===== src/evss_consts.svh =====
`ifndef EVSS_CONSTS_SVH
`define EVSS_CONSTS_SVH
// register offsets
`define EVSS_OFS_CTRL       8'h00
`define EVSS_OFS_STAT       8'h04
`define EVSS_OFS_MASK       8'h08
`define EVSS_OFS_PSW        8'h0c
`define EVSS_OFS_GSR        8'h10
`define EVSS_OFS_LAST       8'h14
// control register fields
`define EVSS_CTRL_W         13
`define EVSS_CTRL_BERR_LSB  0
`define EVSS_CTRL_TMR_BIT   5
`define EVSS_CTRL_CSTOR_LSB 6
`define EVSS_CTRL_CSTOR_EN  11
`define EVSS_CTRL_RISC_BIT  12
`define EVSS_CTRL_RST       13'h0518
// status and mask bits
`define EVSS_ST_W           4
`define EVSS_ST_DISP        0
`define EVSS_ST_REJ         1
`define EVSS_ST_RFLT        2
`define EVSS_ST_DROP        3
`define EVSS_MASK_RST       4'h0
`define EVSS_GSR_RST        32'h0000_0000
// vector slots
`define EVSS_VEC_BERR       11'h050
`define EVSS_BERR_SEL_MAX   8'h04
`define EVSS_VEC_SOFT       11'h080
`define EVSS_VEC_TIMER      11'h0c0
`define EVSS_VEC_EMUL_NEW   11'h0c8
`define EVSS_VEC_EMUL_RES   11'h0cc
`define EVSS_VEC_CSTOR_RX   11'h0f0
`define EVSS_VEC_CSTOR_TX   11'h0f4
`define EVSS_VEC_CTERM_RX   11'h0f8
`define EVSS_VEC_CTERM_TX   11'h0fc
`define EVSS_VEC_ADAPT      11'h100
`define EVSS_VEC_DEV        11'h200
`define EVSS_VEC_DEV2       11'h400
`define EVSS_DEV2_SEL_MAX   7'h7b
// priority levels
`define EVSS_IPL_NONE       5'h00
`define EVSS_IPL_14         5'h14
`define EVSS_IPL_16         5'h16
`define EVSS_IPL_17         5'h17
`define EVSS_IPL_18         5'h18
// stack slot of the interrupt service context
`define EVSS_SLOT_IS        3'h4
`endif


===== src/evss_pkg.sv =====
package evss_pkg;
  // event source groups
  typedef enum logic [3:0] {
    EVSS_K_BERR, EVSS_K_SOFT, EVSS_K_TIMER, EVSS_K_EMUL, EVSS_K_CSTOR_RX, EVSS_K_CSTOR_TX,
    EVSS_K_CTERM_RX, EVSS_K_CTERM_TX, EVSS_K_ADAPT, EVSS_K_DEV
  } evss_kind_e;
  // one event request from the core
  typedef struct packed {
    evss_kind_e  kind;
    logic [7:0]  sel;
    logic [4:0]  interrupt_priority_level;
    logic        first_part_done;
    logic [1:0]  code;
  } evss_req_s;
  // stack status bits of the status word
  typedef struct packed {
    logic        is;
    logic [1:0]  mode;
  } evss_psw_s;
  // dispatch result
  typedef struct packed {
    logic [10:0] vector;
    logic [4:0]  interrupt_priority_level;
    logic        on_is;
  } evss_disp_s;
  typedef enum logic [1:0] {EVSS_S_IDLE, EVSS_S_SAVE, EVSS_S_READ, EVSS_S_LOAD} evss_state_e;
  typedef logic [2:0] evss_slot_t;
endpackage


===== src/evss_prio_map.sv =====
`timescale 1ns/1ps
`include "evss_consts.svh"
module evss_prio_map
  import evss_pkg::*;
(
  input  wire evss_req_s  req_i,
  input  wire logic [4:0] berr_ipl_i,
  input  wire logic       tmr_hi_i,
  input  wire logic [4:0] cstor_ipl_i,
  input  wire logic       cstor_en_i,
  input  wire logic       risc_en_i,
  output logic [10:0]     vector_o,
  output logic [4:0]      ipl_o,
  output logic            legal_o
);
  // named slot offsets for indexed groups
  wire [10:0] berr_vec  = `EVSS_VEC_BERR + {6'h00, req_i.sel[2:0], 2'b00};
  wire [10:0] soft_vec  = `EVSS_VEC_SOFT + {5'h00, req_i.sel[3:0], 2'b00};
  wire [10:0] adapt_vec = `EVSS_VEC_ADAPT + {3'b000, req_i.sel[5:0], 2'b00};
  wire [10:0] dev_vec   = (req_i.sel[7] ? `EVSS_VEC_DEV2 : `EVSS_VEC_DEV) + {2'b00, req_i.sel[6:0], 2'b00};
  wire       dev_ok    = req_i.sel[7] ? (req_i.sel[6:0] <= `EVSS_DEV2_SEL_MAX) && (req_i.interrupt_priority_level != `EVSS_IPL_NONE)
                                      : (req_i.interrupt_priority_level >= `EVSS_IPL_14) && (req_i.interrupt_priority_level <= `EVSS_IPL_17);
  // decode of vector, level and legality per group
  always_comb
  begin
    vector_o = 11'h000;
    ipl_o    = `EVSS_IPL_NONE;
    legal_o  = 1'b1;
    unique case (req_i.kind)
      EVSS_K_BERR:     begin vector_o = berr_vec; ipl_o = berr_ipl_i; legal_o = req_i.sel <= `EVSS_BERR_SEL_MAX; end
      EVSS_K_SOFT:     begin vector_o = soft_vec; ipl_o = {1'b0, req_i.sel[3:0]};
                             legal_o = (req_i.sel[7:4] == 4'h0) && (req_i.sel[3:0] != 4'h0); end
      EVSS_K_TIMER:    begin vector_o = `EVSS_VEC_TIMER; ipl_o = tmr_hi_i ? `EVSS_IPL_18 : `EVSS_IPL_16; end
      EVSS_K_EMUL:     begin vector_o = req_i.first_part_done ? `EVSS_VEC_EMUL_RES : `EVSS_VEC_EMUL_NEW;
                             legal_o = risc_en_i; end
      EVSS_K_CSTOR_RX: begin vector_o = `EVSS_VEC_CSTOR_RX; ipl_o = cstor_ipl_i; legal_o = cstor_en_i; end
      EVSS_K_CSTOR_TX: begin vector_o = `EVSS_VEC_CSTOR_TX; ipl_o = cstor_ipl_i; legal_o = cstor_en_i; end
      EVSS_K_CTERM_RX: begin vector_o = `EVSS_VEC_CTERM_RX; ipl_o = `EVSS_IPL_14; end
      EVSS_K_CTERM_TX: begin vector_o = `EVSS_VEC_CTERM_TX; ipl_o = `EVSS_IPL_14; end
      EVSS_K_ADAPT:    begin vector_o = adapt_vec; ipl_o = `EVSS_IPL_14 | {3'b000, req_i.sel[5:4]};
                             legal_o = req_i.sel[7:6] == 2'b00; end
      EVSS_K_DEV:      begin vector_o = dev_vec; ipl_o = req_i.interrupt_priority_level; legal_o = dev_ok; end
      default:         legal_o = 1'b0;
    endcase
  end
endmodule


===== src/evss_stack_bank.sv =====
`timescale 1ns/1ps
module evss_stack_bank
#(
  parameter int W = 32,
  parameter int N = 5
)
(
  input  wire logic         clk_i,
  input  wire logic         reset_n_i,
  input  wire logic         wr_en_i,
  input  wire logic [2:0]   wr_addr_i,
  input  wire logic [W-1:0] wr_data_i,
  input  wire logic         rd_en_i,
  input  wire logic [2:0]   rd_addr_i,
  output logic [W-1:0]      rd_data_o
);
  generate
    if (N < 5 || N > 8)
    begin : g_chk
      $error("stack bank needs five to eight slots");
    end
  endgenerate
  // saved pointers, contents undefined until first save
  logic [W-1:0] mem [N];
  always_ff @(posedge clk_i)
  begin
    if (wr_en_i)
      mem[wr_addr_i] <= wr_data_i;
  end
  // registered read port
  always_ff @(posedge clk_i or negedge reset_n_i)
  begin
    if (!reset_n_i)
      rd_data_o <= '0;
    else if (rd_en_i)
      rd_data_o <= mem[rd_addr_i];
  end
endmodule


===== src/evss_top.sv =====
// Added by the designer: the placing of the registers and the strobed register port.
`timescale 1ns/1ps
`include "evss_consts.svh"
// Overview of operation
// - bus and memory error events use slots 50 to 60 at a configured level.
// - software levels 1 to F dispatch through slots 84 to BC in order.
// - interval timer uses slot C0 at level 16 or 18 hex.
// - reduced-set builds trap through C8 for a fresh emulated instruction.
// - reduced-set builds fault through CC for a resumed emulated instruction.
// - console storage receive and transmit use F0, F4, optional, configured level.
// - always exactly one context: per-process or interrupt service.
// - per-process context uses one of four modes with stack indicator zero.
// - interrupt service context runs kernel mode with stack indicator one.
// - one saved stack pointer for each of the five states.
// - on state change save the stack register, then load the new pointer.
// - four process pointers live in the process control block slots; the stack bank holds them in its slots 0 to 3 instead.
// - vector code 1 uses interrupt stack; code 0 kernel unless already there.
// - stack indicator and mode select which saved pointer is active.
// - nonzero mode with indicator set never held; such returns fault.
module evss_top
  import evss_pkg::*;
#(
  parameter int DATA_W = 32,
  parameter int ADDR_W = 8
)
(
  input  wire logic              clk_i,
  input  wire logic              reset_n_i,
  input  wire logic              req_valid_i,
  input  wire evss_req_s         req_i,
  input  wire logic              ret_valid_i,
  input  wire evss_psw_s         ret_psw_i,
  input  wire logic              gsr_wr_i,
  input  wire logic [DATA_W-1:0] gsr_wdata_i,
  input  wire logic [ADDR_W-1:0] reg_addr_i,
  input  wire logic [DATA_W-1:0] reg_wdata_i,
  input  wire logic              reg_wr_i,
  input  wire logic              reg_rd_i,
  output logic [DATA_W-1:0]      reg_rdata_o,
  output logic                   busy_o,
  output logic                   disp_valid_o,
  output evss_disp_s             disp_o,
  output logic                   req_reject_o,
  output logic                   ret_fault_o,
  output evss_psw_s              psw_o,
  output logic [DATA_W-1:0]      gsr_o,
  output logic                   irq_o
);
  generate
    if (DATA_W != 32 || ADDR_W < 5)
    begin : g_chk
      $error("event dispatch needs 32-bit data and at least 5 address bits");
    end
  endgenerate

  // registers
  evss_state_e             state_reg, state_next;
  evss_psw_s               psw_reg;
  evss_disp_s              disp_reg;
  evss_slot_t              old_slot_reg;
  logic                    take_pend_reg;
  logic                    disp_valid_reg;
  logic                    reject_reg;
  logic                    rflt_reg;
  logic                    busy_reg;
  logic                    irq_reg;
  logic [DATA_W-1:0]       gsr_reg;
  logic [DATA_W-1:0]       rdata_reg;
  logic [`EVSS_CTRL_W-1:0] ctrl_reg;
  logic [`EVSS_ST_W-1:0]   stat_reg, stat_next;
  logic [`EVSS_ST_W-1:0]   mask_reg;
  logic [DATA_W-1:0]       bank_rdata;

  // stack slot of a status word: one of exactly five states
  function automatic evss_slot_t slot_of(input evss_psw_s p);
    slot_of = p.is ? `EVSS_SLOT_IS : {1'b0, p.mode};
  endfunction

  // vector and level decode
  logic [10:0] map_vector;
  logic [4:0] map_ipl;
  logic       map_legal;
  evss_prio_map u_map (
    .req_i       (req_i),
    .berr_ipl_i  (ctrl_reg[`EVSS_CTRL_BERR_LSB +: 5]),
    .tmr_hi_i    (ctrl_reg[`EVSS_CTRL_TMR_BIT]),
    .cstor_ipl_i (ctrl_reg[`EVSS_CTRL_CSTOR_LSB +: 5]),
    .cstor_en_i  (ctrl_reg[`EVSS_CTRL_CSTOR_EN]),
    .risc_en_i   (ctrl_reg[`EVSS_CTRL_RISC_BIT]),
    .vector_o    (map_vector),
    .ipl_o       (map_ipl),
    .legal_o     (map_legal)
  );

  // request and return acceptance
  wire idle      = state_reg == EVSS_S_IDLE;
  wire req_seen  = req_valid_i && idle;
  wire take_ok   = req_seen && map_legal && !req_i.code[1];
  wire ret_seen  = ret_valid_i && !req_valid_i && idle;
  wire ret_bad   = ret_psw_i.is && (ret_psw_i.mode != 2'b00);
  wire ret_ok    = ret_seen && !ret_bad;
  wire dropped   = (req_valid_i || ret_valid_i) && !idle;
  wire start     = take_ok || ret_ok;

  // new status word: taking an event clears mode, code 1 or current IS keeps IS
  wire        take_is  = psw_reg.is || (req_i.code == 2'b01);
  evss_psw_s  take_psw;
  assign take_psw = '{is: take_is, mode: 2'b00};
  evss_psw_s  tgt_psw;
  assign tgt_psw  = take_ok ? take_psw : ret_psw_i;
  wire changing   = slot_of(tgt_psw) != slot_of(psw_reg);

  // stack bank: four process slots plus interrupt slot
  wire bank_wr = state_reg == EVSS_S_SAVE;
  wire bank_rd = state_reg == EVSS_S_READ;
  evss_stack_bank #(.W(DATA_W), .N(5)) u_bank (
    .clk_i     (clk_i),
    .reset_n_i (reset_n_i),
    .wr_en_i   (bank_wr),
    .wr_addr_i (old_slot_reg),
    .wr_data_i (gsr_reg),
    .rd_en_i   (bank_rd),
    .rd_addr_i (slot_of(psw_reg)),
    .rd_data_o (bank_rdata)
  );

  // swap sequencer
  always_comb
  begin
    state_next = state_reg;
    unique case (state_reg)
      EVSS_S_IDLE: if (start && changing) state_next = EVSS_S_SAVE;
      EVSS_S_SAVE: state_next = EVSS_S_READ;
      EVSS_S_READ: state_next = EVSS_S_LOAD;
      EVSS_S_LOAD: state_next = EVSS_S_IDLE;
    endcase
  end

  always_ff @(posedge clk_i or negedge reset_n_i)
  begin
    if (!reset_n_i)
      state_reg <= EVSS_S_IDLE;
    else
      state_reg <= state_next;
  end

  // status word and pending take
  always_ff @(posedge clk_i or negedge reset_n_i)
  begin
    if (!reset_n_i)
    begin
      psw_reg       <= '{is: 1'b1, mode: 2'b00};
      old_slot_reg  <= `EVSS_SLOT_IS;
      take_pend_reg <= 1'b0;
    end
    else if (start)
    begin
      psw_reg       <= tgt_psw;
      old_slot_reg  <= slot_of(psw_reg);
      take_pend_reg <= take_ok;
    end
  end

  // general stack register: core writes when idle, loaded at end of swap
  always_ff @(posedge clk_i or negedge reset_n_i)
  begin
    if (!reset_n_i)
      gsr_reg <= `EVSS_GSR_RST;
    else if (state_reg == EVSS_S_LOAD)
      gsr_reg <= bank_rdata;
    else if (gsr_wr_i && idle)
      gsr_reg <= gsr_wdata_i;
  end

  // dispatch result, one-cycle pulses and busy flag
  wire disp_fire = (take_ok && !changing) || (state_reg == EVSS_S_LOAD && take_pend_reg);
  always_ff @(posedge clk_i or negedge reset_n_i)
  begin
    if (!reset_n_i)
    begin
      disp_reg       <= '0;
      disp_valid_reg <= 1'b0;
      reject_reg     <= 1'b0;
      rflt_reg       <= 1'b0;
      busy_reg       <= 1'b0;
    end
    else
    begin
      if (take_ok)
        disp_reg <= '{vector: map_vector, interrupt_priority_level: map_ipl, on_is: take_is};
      disp_valid_reg <= disp_fire;
      reject_reg     <= req_seen && !take_ok;
      rflt_reg       <= ret_seen && ret_bad;
      busy_reg       <= state_next != EVSS_S_IDLE;
    end
  end

  // register decode
  wire [ADDR_W-1:0] a_ctrl = ADDR_W'(`EVSS_OFS_CTRL);
  wire [ADDR_W-1:0] a_stat = ADDR_W'(`EVSS_OFS_STAT);
  wire [ADDR_W-1:0] a_mask = ADDR_W'(`EVSS_OFS_MASK);
  wire [ADDR_W-1:0] a_psw  = ADDR_W'(`EVSS_OFS_PSW);
  wire [ADDR_W-1:0] a_gsr  = ADDR_W'(`EVSS_OFS_GSR);
  wire [ADDR_W-1:0] a_last = ADDR_W'(`EVSS_OFS_LAST);
  wire wr_ctrl = reg_wr_i && (reg_addr_i == a_ctrl);
  wire wr_mask = reg_wr_i && (reg_addr_i == a_mask);
  wire rd_stat = reg_rd_i && (reg_addr_i == a_stat);

  // sticky events, a status read clears, a new event wins
  wire [`EVSS_ST_W-1:0] stat_set = {dropped, ret_seen && ret_bad, req_seen && !take_ok, disp_fire};
  assign stat_next = (rd_stat ? '0 : stat_reg) | stat_set;
  wire [`EVSS_ST_W-1:0] mask_next = wr_mask ? reg_wdata_i[`EVSS_ST_W-1:0] : mask_reg;

  always_ff @(posedge clk_i or negedge reset_n_i)
  begin
    if (!reset_n_i)
    begin
      ctrl_reg <= `EVSS_CTRL_RST;
      stat_reg <= '0;
      mask_reg <= `EVSS_MASK_RST;
      irq_reg  <= 1'b0;
    end
    else
    begin
      if (wr_ctrl)
        ctrl_reg <= reg_wdata_i[`EVSS_CTRL_W-1:0];
      stat_reg <= stat_next;
      mask_reg <= mask_next;
      irq_reg  <= |(stat_next & mask_next);
    end
  end

  // read mux, unmapped reads return zero
  wire [DATA_W-1:0] rd_mux =
    (reg_addr_i == a_ctrl) ? {{(DATA_W-`EVSS_CTRL_W){1'b0}}, ctrl_reg} :
    (reg_addr_i == a_stat) ? {{(DATA_W-`EVSS_ST_W){1'b0}}, stat_reg} :
    (reg_addr_i == a_mask) ? {{(DATA_W-`EVSS_ST_W){1'b0}}, mask_reg} :
    (reg_addr_i == a_psw)  ? {{(DATA_W-3){1'b0}}, psw_reg} :
    (reg_addr_i == a_gsr)  ? gsr_reg :
    (reg_addr_i == a_last) ? {{(DATA_W-17){1'b0}}, disp_reg} : '0;

  always_ff @(posedge clk_i or negedge reset_n_i)
  begin
    if (!reset_n_i)
      rdata_reg <= '0;
    else
      rdata_reg <= reg_rd_i ? rd_mux : '0;
  end

  // outputs straight from flip-flops
  assign reg_rdata_o  = rdata_reg;
  assign busy_o       = busy_reg;
  assign disp_valid_o = disp_valid_reg;
  assign disp_o       = disp_reg;
  assign req_reject_o = reject_reg;
  assign ret_fault_o  = rflt_reg;
  assign psw_o        = psw_reg;
  assign gsr_o        = gsr_reg;
  assign irq_o        = irq_reg;
endmodule


===== config.mk =====
export PLATFORM = sky130hd
export DESIGN_NAME = evss_top
export DESIGN_NICKNAME = d
export VERILOG_FILES = /design/src/evss_pkg.sv /design/src/evss_prio_map.sv /design/src/evss_stack_bank.sv /design/src/evss_top.sv
export VERILOG_INCLUDE_DIRS = /design/src /design/src/src
export SDC_FILE = /design/constraint.sdc
export NUM_CORES = 1
export LEC_CHECK = 0
export ABC_AREA = 1
export BUFFER_PORTS_ARGS = -buffer_cell sky130_fd_sc_hd__buf_2
export CORE_AREA = 5 5 179 181
export CTS_CLUSTER_SIZE = 20
export DETAILED_ROUTE_END_ITERATION = 12
export DIE_AREA = 0 0 184 186
export GPL_TIMING_DRIVEN = 0
export MAX_ROUTING_LAYER = met4
export PLACE_DENSITY = 0.7
export SYNTH_ARGS = -nofsm -noshare
export SYNTH_HDL_FRONTEND = slang
export SYNTH_SLANG_ARGS = --single-unit

===== constraint.sdc =====
create_clock -name clk_i -period 5.61 [get_ports clk_i]
set_input_delay 0.8415 -clock clk_i [delete_from_list [all_inputs] [get_ports clk_i]]
set_output_delay 0.8415 -clock clk_i [all_outputs]
set_load 0.02 [all_outputs]

==> flow_summary_export.csv, run 1 <==
group,metric,value,unit
global_route,antenna_found_initial,1,
detailed_routing,routed_wl,37760,um
clock_tree,ctsResizeCount,0,
clock_tree,cts_htree_levels,1,
finish,largest_reg_flops,160,
finish,regMostFlops,"u_bank.mem",
synth,yosys.area_share.adder,0.005030,
global_route,grt-ovfl-total,0,
critical_path,path_class,"flip-flop to flip-flop",
synth,synth-edff-count,160,
placed_design,gp_congestion,0.9200,
floorplanning,core_area,30270,sq um
synth,yosysUniqueCellTypes,44,
detailed_routing,via_count,9665,
run_status,run_status,"complete, no violations",
power,irDropWorstVdd,0.0002667,V
placed_design,io_buffers,168,
clock_tree,cts_sinks,306,
global_route,grt_pass1_vias,9554,
clock_tree,clk_pin_slew,70,ps
finish,final_cell_mix,"173 x nand2_1, 173 x buf_2, 160 x edfxtp_1",
detailed_routing,first_iter_violations,1017,
finish,nets,1446,
finish,utilization,0.4986,
detailed_routing,viasPerCell,5.488,
synth,yosys_warnings,0,
critical_path,cp-end-kind,"flip-flop",
critical_path,arrival,3370,ps
power,p_leak,6.311,nW
critical_path,crit_path_cell_trace,"buf_2 > nor2_1 > inv_1 > clkbuf_1 > buf_1 > o22ai_1 > nand2_1 > o2111ai_1 > o21ai_0",
detailed_routing,wire_per_inst,21.44,um
critical_path,cp_slowest_cell,"clkbuf_1",
detailed_routing,firstDrtPassIters,6,
sta,min_period,2896,ps
floorplanning,dieArea,34220,sq um
critical_path,slowest_delay,590,ps
global_route,grt_max_degree,78,
synth,syn_inst,1124,
critical_path,cp_num_buf_inv,4,
finish,area_growth,21.35,%
critical_path,required,6090,ps
synth,ys_seq_area_frac,0.6806,
synth,synthSimpleGateAreaFrac,0.1394,
clock_tree,ctsRootBufferMaster,"clkbuf_16",
synth,syn-mean-instance-area,11.07,sq um
floorplanning,start_util,0.4109,
power,p_per_area,535.7,nW/um^2
clock_tree,cts_tree,"yes",
critical_path,r2r_setup_slack,2710,ps
clock_tree,cts_hold_buf,0,
sta,setup-tns-final,0,ps
clock_tree,cts_made_buffers,31,
run,drv_cap,0,
synth,muxShareOfSynthArea,0.002716,
sta,setup_viol,0,
finish,fillers,2751,
synth,synth_compound_area_frac,0.1254,
synth,synth_seq_cells,306,
detailed_routing,route.detailed.drc,0,
detailed_routing,ant_nets,0,
sta,max_freq,345.3,MHz
floorplanning,io_pins,191,
finish,layout-drive-gt1-share,0.2038,
sta,worstMarginPinSlew,841.1,ps
synth,synth_top_family_by_area,"simple AND/OR/NAND/NOR gates",
synth,synthesis.area,12440,sq um
clock_tree,clockBufferDepth,3,
global_route,gr-usage-all-layers,0.2226,
sta,fin_skew,21.89,ps
sta,period_share,0.5162,
sta,final_hold_viol_count,0,
synth,yosys_most_used_dff,"edfxtp_1",
synth,yosys.area_share.xor_xnor,0,
critical_path,critPathTopFamily,"buffers and inverters",
critical_path,cp-start-kind,"flip-flop",
sta,relSlewSlack,0.4393,
synth,async_reset_ff_frac,0.4771,
finish,finalNonFillerCells,1761,
floorplanning,chipHeight,186,um
placed_design,dp_cells,1702,
sta,rsz0062_at_grt,"false",
clock_tree,cts_setup_buffers,0,
floorplanning,die_width,184,um
clock_tree,insertion_delay,580,ps
critical_path,path_max_fanout,10,
sta,slew_viol_final,0,
global_route,grt_first_pass_wirelength,56510,um
placed_design,hpwlAfterDp,26390,um
worst_hold_path,min_path_type,"input pin to async pin",
floorplanning,rows,64,
[worst paths after layout]
path | startpoint | to | depth (start not counted)
max | psw_o[2]$_DFFE_PN1P_ | u_bank.rd_data_o[4]$_DFFE_PN0P_ | 9
min | reset_n_i | ret_fault_o$_DFF_PN0_ | 1
max reg2reg | psw_o[2]$_DFFE_PN1P_ | u_bank.rd_data_o[4]$_DFFE_PN0P_ | 9
min reg2reg | u_bank.rd_data_o[22]$_DFFE_PN0P_ | u_bank.rd_data_o[22]$_DFFE_PN0P_ | 2
max in group asynchronous | reset_n_i | reg_rdata_o[30]$_DFF_PN0_ | 2
min in group clk_i | u_bank.rd_data_o[22]$_DFFE_PN0P_ | u_bank.rd_data_o[22]$_DFFE_PN0P_ | 2
[area by class of cell]
class                           count  area, sq um  area share
Sequential cell                   306         8466      0.5609
Multi-Input combinational cell    671         3428      0.2271
Timing Repair Buffer              181         1035     0.06856
Clock buffer                       34        807.0     0.05347
Tap cell                          396        495.5     0.03283
Inverter                           87        326.6     0.02164
Clock inverter                     24        281.5     0.01865
Buffer                             61        251.5     0.01666
Antenna cell                        1        2.502   0.0001658
[kinds of logic after synthesis]
group,after synthesis
AND/OR/NAND/NOR,413
flip-flops,306
AO/OA/AOI/OAI,248
buffers and inverters,148
adder cells (fa/ha/maj),5
multiplexers,3
other,1
[power by group]
group	switching [mW]	total [mW]	internal, mW
clock network	0.907	2.19	1.28
logic	1.69	2.40	0.709
registers	0.460	3.50	3.04
[synth_stat cells, types with 6 or more instances]
cell type | n | area share
nand2_1 | 173 | 0.052
a211oi_1 | 25 | 0.015
nand3_1 | 17 | 0.0068
buf_2 | 6 | 0.0024
dfstp_2 | 6 | 0.013
a22o_1 | 8 | 0.0056
inv_1 | 83 | 0.025
o2bb2ai_1 | 7 | 0.0049
edfxtp_1 | 160 | 0.39
o22ai_1 | 54 | 0.027
a221oi_1 | 8 | 0.0056
nor2_1 | 147 | 0.044
o2111ai_1 | 19 | 0.013
dfrtp_1 | 140 | 0.28
o21ai_0 | 80 | 0.032
clkbuf_1 | 48 | 0.014
nor3_1 | 50 | 0.020
a21oi_1 | 34 | 0.014
[metal layers]
layer	part of all wire	vias up	GRT usage	routed length, um
li1	-	4381	-	-
met1	0.42	4678	0.3017	15700
met2	0.47	537	0.3513	17600
met4	0.025	0	0.05620	951
met5	0	-	-	0
met3	0.093	69	0.04104	3505
[stage by stage]
stage | total power [mW] | instance area (sq um) | hold slack (ps) | worst slack, ps
floorplan | 4.803 | 12440 | 450.2 | 2238
global placement | 5.785 | 13780 | 466.2 | 240.1
detailed placement | 5.910 | 14000 | 467.4 | 2650
CTS | 8.098 | 15090 | 298.1 | 2787
global route | 8.452 | 15090 | 320.8 | 2588
finish | 8.086 | 15090 | 284.1 | 2714
Power figures use the tool's default switching activity.
==> run 2: changes to the inputs <==
==> constraint.sdc (replaced) <==
create_clock -name clk_i -period 2.77 [get_ports clk_i]
set_input_delay 0.4155 -clock clk_i [delete_from_list [all_inputs] [get_ports clk_i]]
set_output_delay 0.4155 -clock clk_i [all_outputs]
set_load 0.02 [all_outputs]
==> run 2 against run 1 <==
  * Flip-flop and latch count stayed put
  * Setup slack worse by 2500 ps
  * Global-route usage is 0.29 points higher
  * Clock power is 110% higher
  * Sequential share of layout area is 0.22 points lower
  * Total power is 100% higher
  * Largest cell class unchanged
  * Final cell count hardly changed
==> flow_summary_export.csv, run 2 (synthesis gave the netlist of run 1 again) <==
group,metric,value,unit
sta,relSlewSlack,0.4119,
detailed_routing,wire_per_inst,21.59,um
placed_design,io_buffers,168,
finish,nets,1446,
placed_design,gp_congestion,0.9134,
clock_tree,cts_sinks,306,
global_route,grt_pass1_vias,9799,
floorplanning,chipHeight,186,um
detailed_routing,routed_wl,38040,um
floorplanning,core_area,30270,sq um
finish,finalNonFillerCells,1762,
worst_hold_path,min_path_type,"input pin to flip-flop",
finish,utilization,0.5006,
placed_design,place_area,14010,sq um
finish,final_area,15150,sq um
floorplanning,start_util,0.4109,
global_route,antenna_found_initial,1,
critical_path,cp-end-kind,"flip-flop",
critical_path,cp-startpoint,"psw_o[2]$_DFFE_PN1P_",
sta,max_freq,384.5,MHz
critical_path,required,3270,ps
global_route,grt_first_pass_wirelength,57710,um
power,p_per_area,1085,nW/um^2
global_route,grt-ovfl-total,0,
floorplanning,die_width,184,um
critical_path,r2r_cells,9,
global_route,grt_max_degree,90,
sta,hold_slack,81.11,ps
power,irDropWorstVdd,0.0006252,V
finish,regMostFlops,"u_bank.mem",
critical_path,arrival,3100,ps
placed_design,hpwlAfterDp,26700,um
detailed_routing,first_iter_violations,815,
sta,fin_ws,169.0,ps
critical_path,r2r-end,"u_bank.rd_data_o[13]$_DFFE_PN0P_",
sta,worstMarginPinSlew,882.2,ps
finish,final_cell_mix,"173 x nand2_1, 173 x buf_2, 160 x edfxtp_1",
critical_path,cp-start-kind,"flip-flop",
floorplanning,rows,64,
sta,final_hold_viol_count,0,
sta,period_share,0.9390,
sta,setup_viol,0,
finish,layout-drive-gt1-share,0.2067,
clock_tree,cts_tree,"yes",
sta,setup-tns-final,0,ps
finish,largest_reg_flops,160,
sta,slew_viol_final,0,
critical_path,r2r_setup_slack,170,ps
power,p_leak,6.338,nW
detailed_routing,firstDrtPassIters,5,
clock_tree,cts_htree_levels,1,
clock_tree,clk_pin_slew,60,ps
clock_tree,insertion_delay,560,ps
finish,fillers,2695,
detailed_routing,via_count,9729,
clock_tree,ctsRootBufferMaster,"clkbuf_16",
sta,min_period,2601,ps
critical_path,r2r-start,"psw_o[2]$_DFFE_PN1P_",
global_route,gr-usage-all-layers,0.2255,
sta,fin_skew,9.332,ps
detailed_routing,viasPerCell,5.522,
sta,rsz0062_at_grt,"false",
clock_tree,clockBufferDepth,3,
detailed_routing,ant_nets,0,
critical_path,path_max_fanout,10,
finish,area_growth,21.83,%
run_status,run_status,"complete, no violations",
critical_path,path_class,"flip-flop to flip-flop",
power,total_power,16.43,mW
floorplanning,io_pins,191,
clock_tree,cts_made_buffers,31,
run,drv_cap,0,
placed_design,dp_cells,1701,
placed_design,pre_cts_slack,-45.57,ps
critical_path,crit_path_end,"u_bank.rd_data_o[13]$_DFFE_PN0P_",
floorplanning,dieArea,34220,sq um
detailed_routing,route.detailed.drc,0,
==> run 2: cell count changes in the layout (fill, tap and decap cells not counted), moves of 2 or more <==
cell / delta
buf_6: -2
clkbuf_8: +6
clkinv_1: -3
clkinv_2: -2
clkinv_4: -2
inv_6: +2
==> run 2: cell type report <==
cell class                 count  area (sq um)  area share
clock inverter                16         197.7     0.01305
timing repair buffer         181          1050     0.06928
sequential                   306          8466      0.5587
tap                          396         495.5     0.03270
clock buffer                  42         918.4     0.06061
multi-input combinational    671          3442      0.2271
buffer                        61         252.7     0.01668
antenna                        2         5.005   0.0003303
inverter                      87         326.6     0.02155
==> run 2: what timing repair did <==
action | 4_1_cts | 5_1_grt
setup endpoints to repair | 10 | 8
gates resized for setup | 1 | 2
endpoints found under the hold margin | 53 | 0
pin swaps | 0 | 0
hold buffers | 1 | 0
setup buffers | 0 | 0
==> run 2: worst max-delay path, stage by stage (launching register included) <==
cell and delay [ps]:
dfstp_2 560, buf_2 260, nor2_2 140, inv_1 160, clkbuf_2 360, buf_1 540
o22ai_1 130, nand2_1 100, o2111ai_1 160, nand2_1 110
==> run 2: where the power goes <==
group / total [mW] / switching (mW) / internal, mW
Sequential: 7.09 / 0.933 / 6.16
Clock: 4.49 / 1.79 / 2.70
Combinational: 4.86 / 3.41 / 1.45
==> run 2: worst min path at each step <==
stage                              startpoint                   endpoint  slack [ps]  depth (start not counted)
global route                  reg_wdata_i[12]   ctrl_reg[12]$_DFFE_PN0P_          80                          2
detailed placement                  reset_n_i            irq_o$_DFF_PN0_         430                          1
CTS                            reg_wdata_i[7]    ctrl_reg[7]$_DFFE_PN0P_          70                          2
finish                         reg_wdata_i[7]    ctrl_reg[7]$_DFFE_PN0P_          80                          2
floorplan                           reset_n_i           busy_o$_DFF_PN0_         120                          0
global placement    take_pend_reg$_DFFE_PN0P_  take_pend_reg$_DFFE_PN0P_         470                          2
==> run 2: layer usage <==
layer / global-route usage / share of wire
met1: 0.3013 / 0.41
met2: 0.3514 / 0.46
met5: - / 0
met4: 0.07424 / 0.035
met3: 0.04260 / 0.092
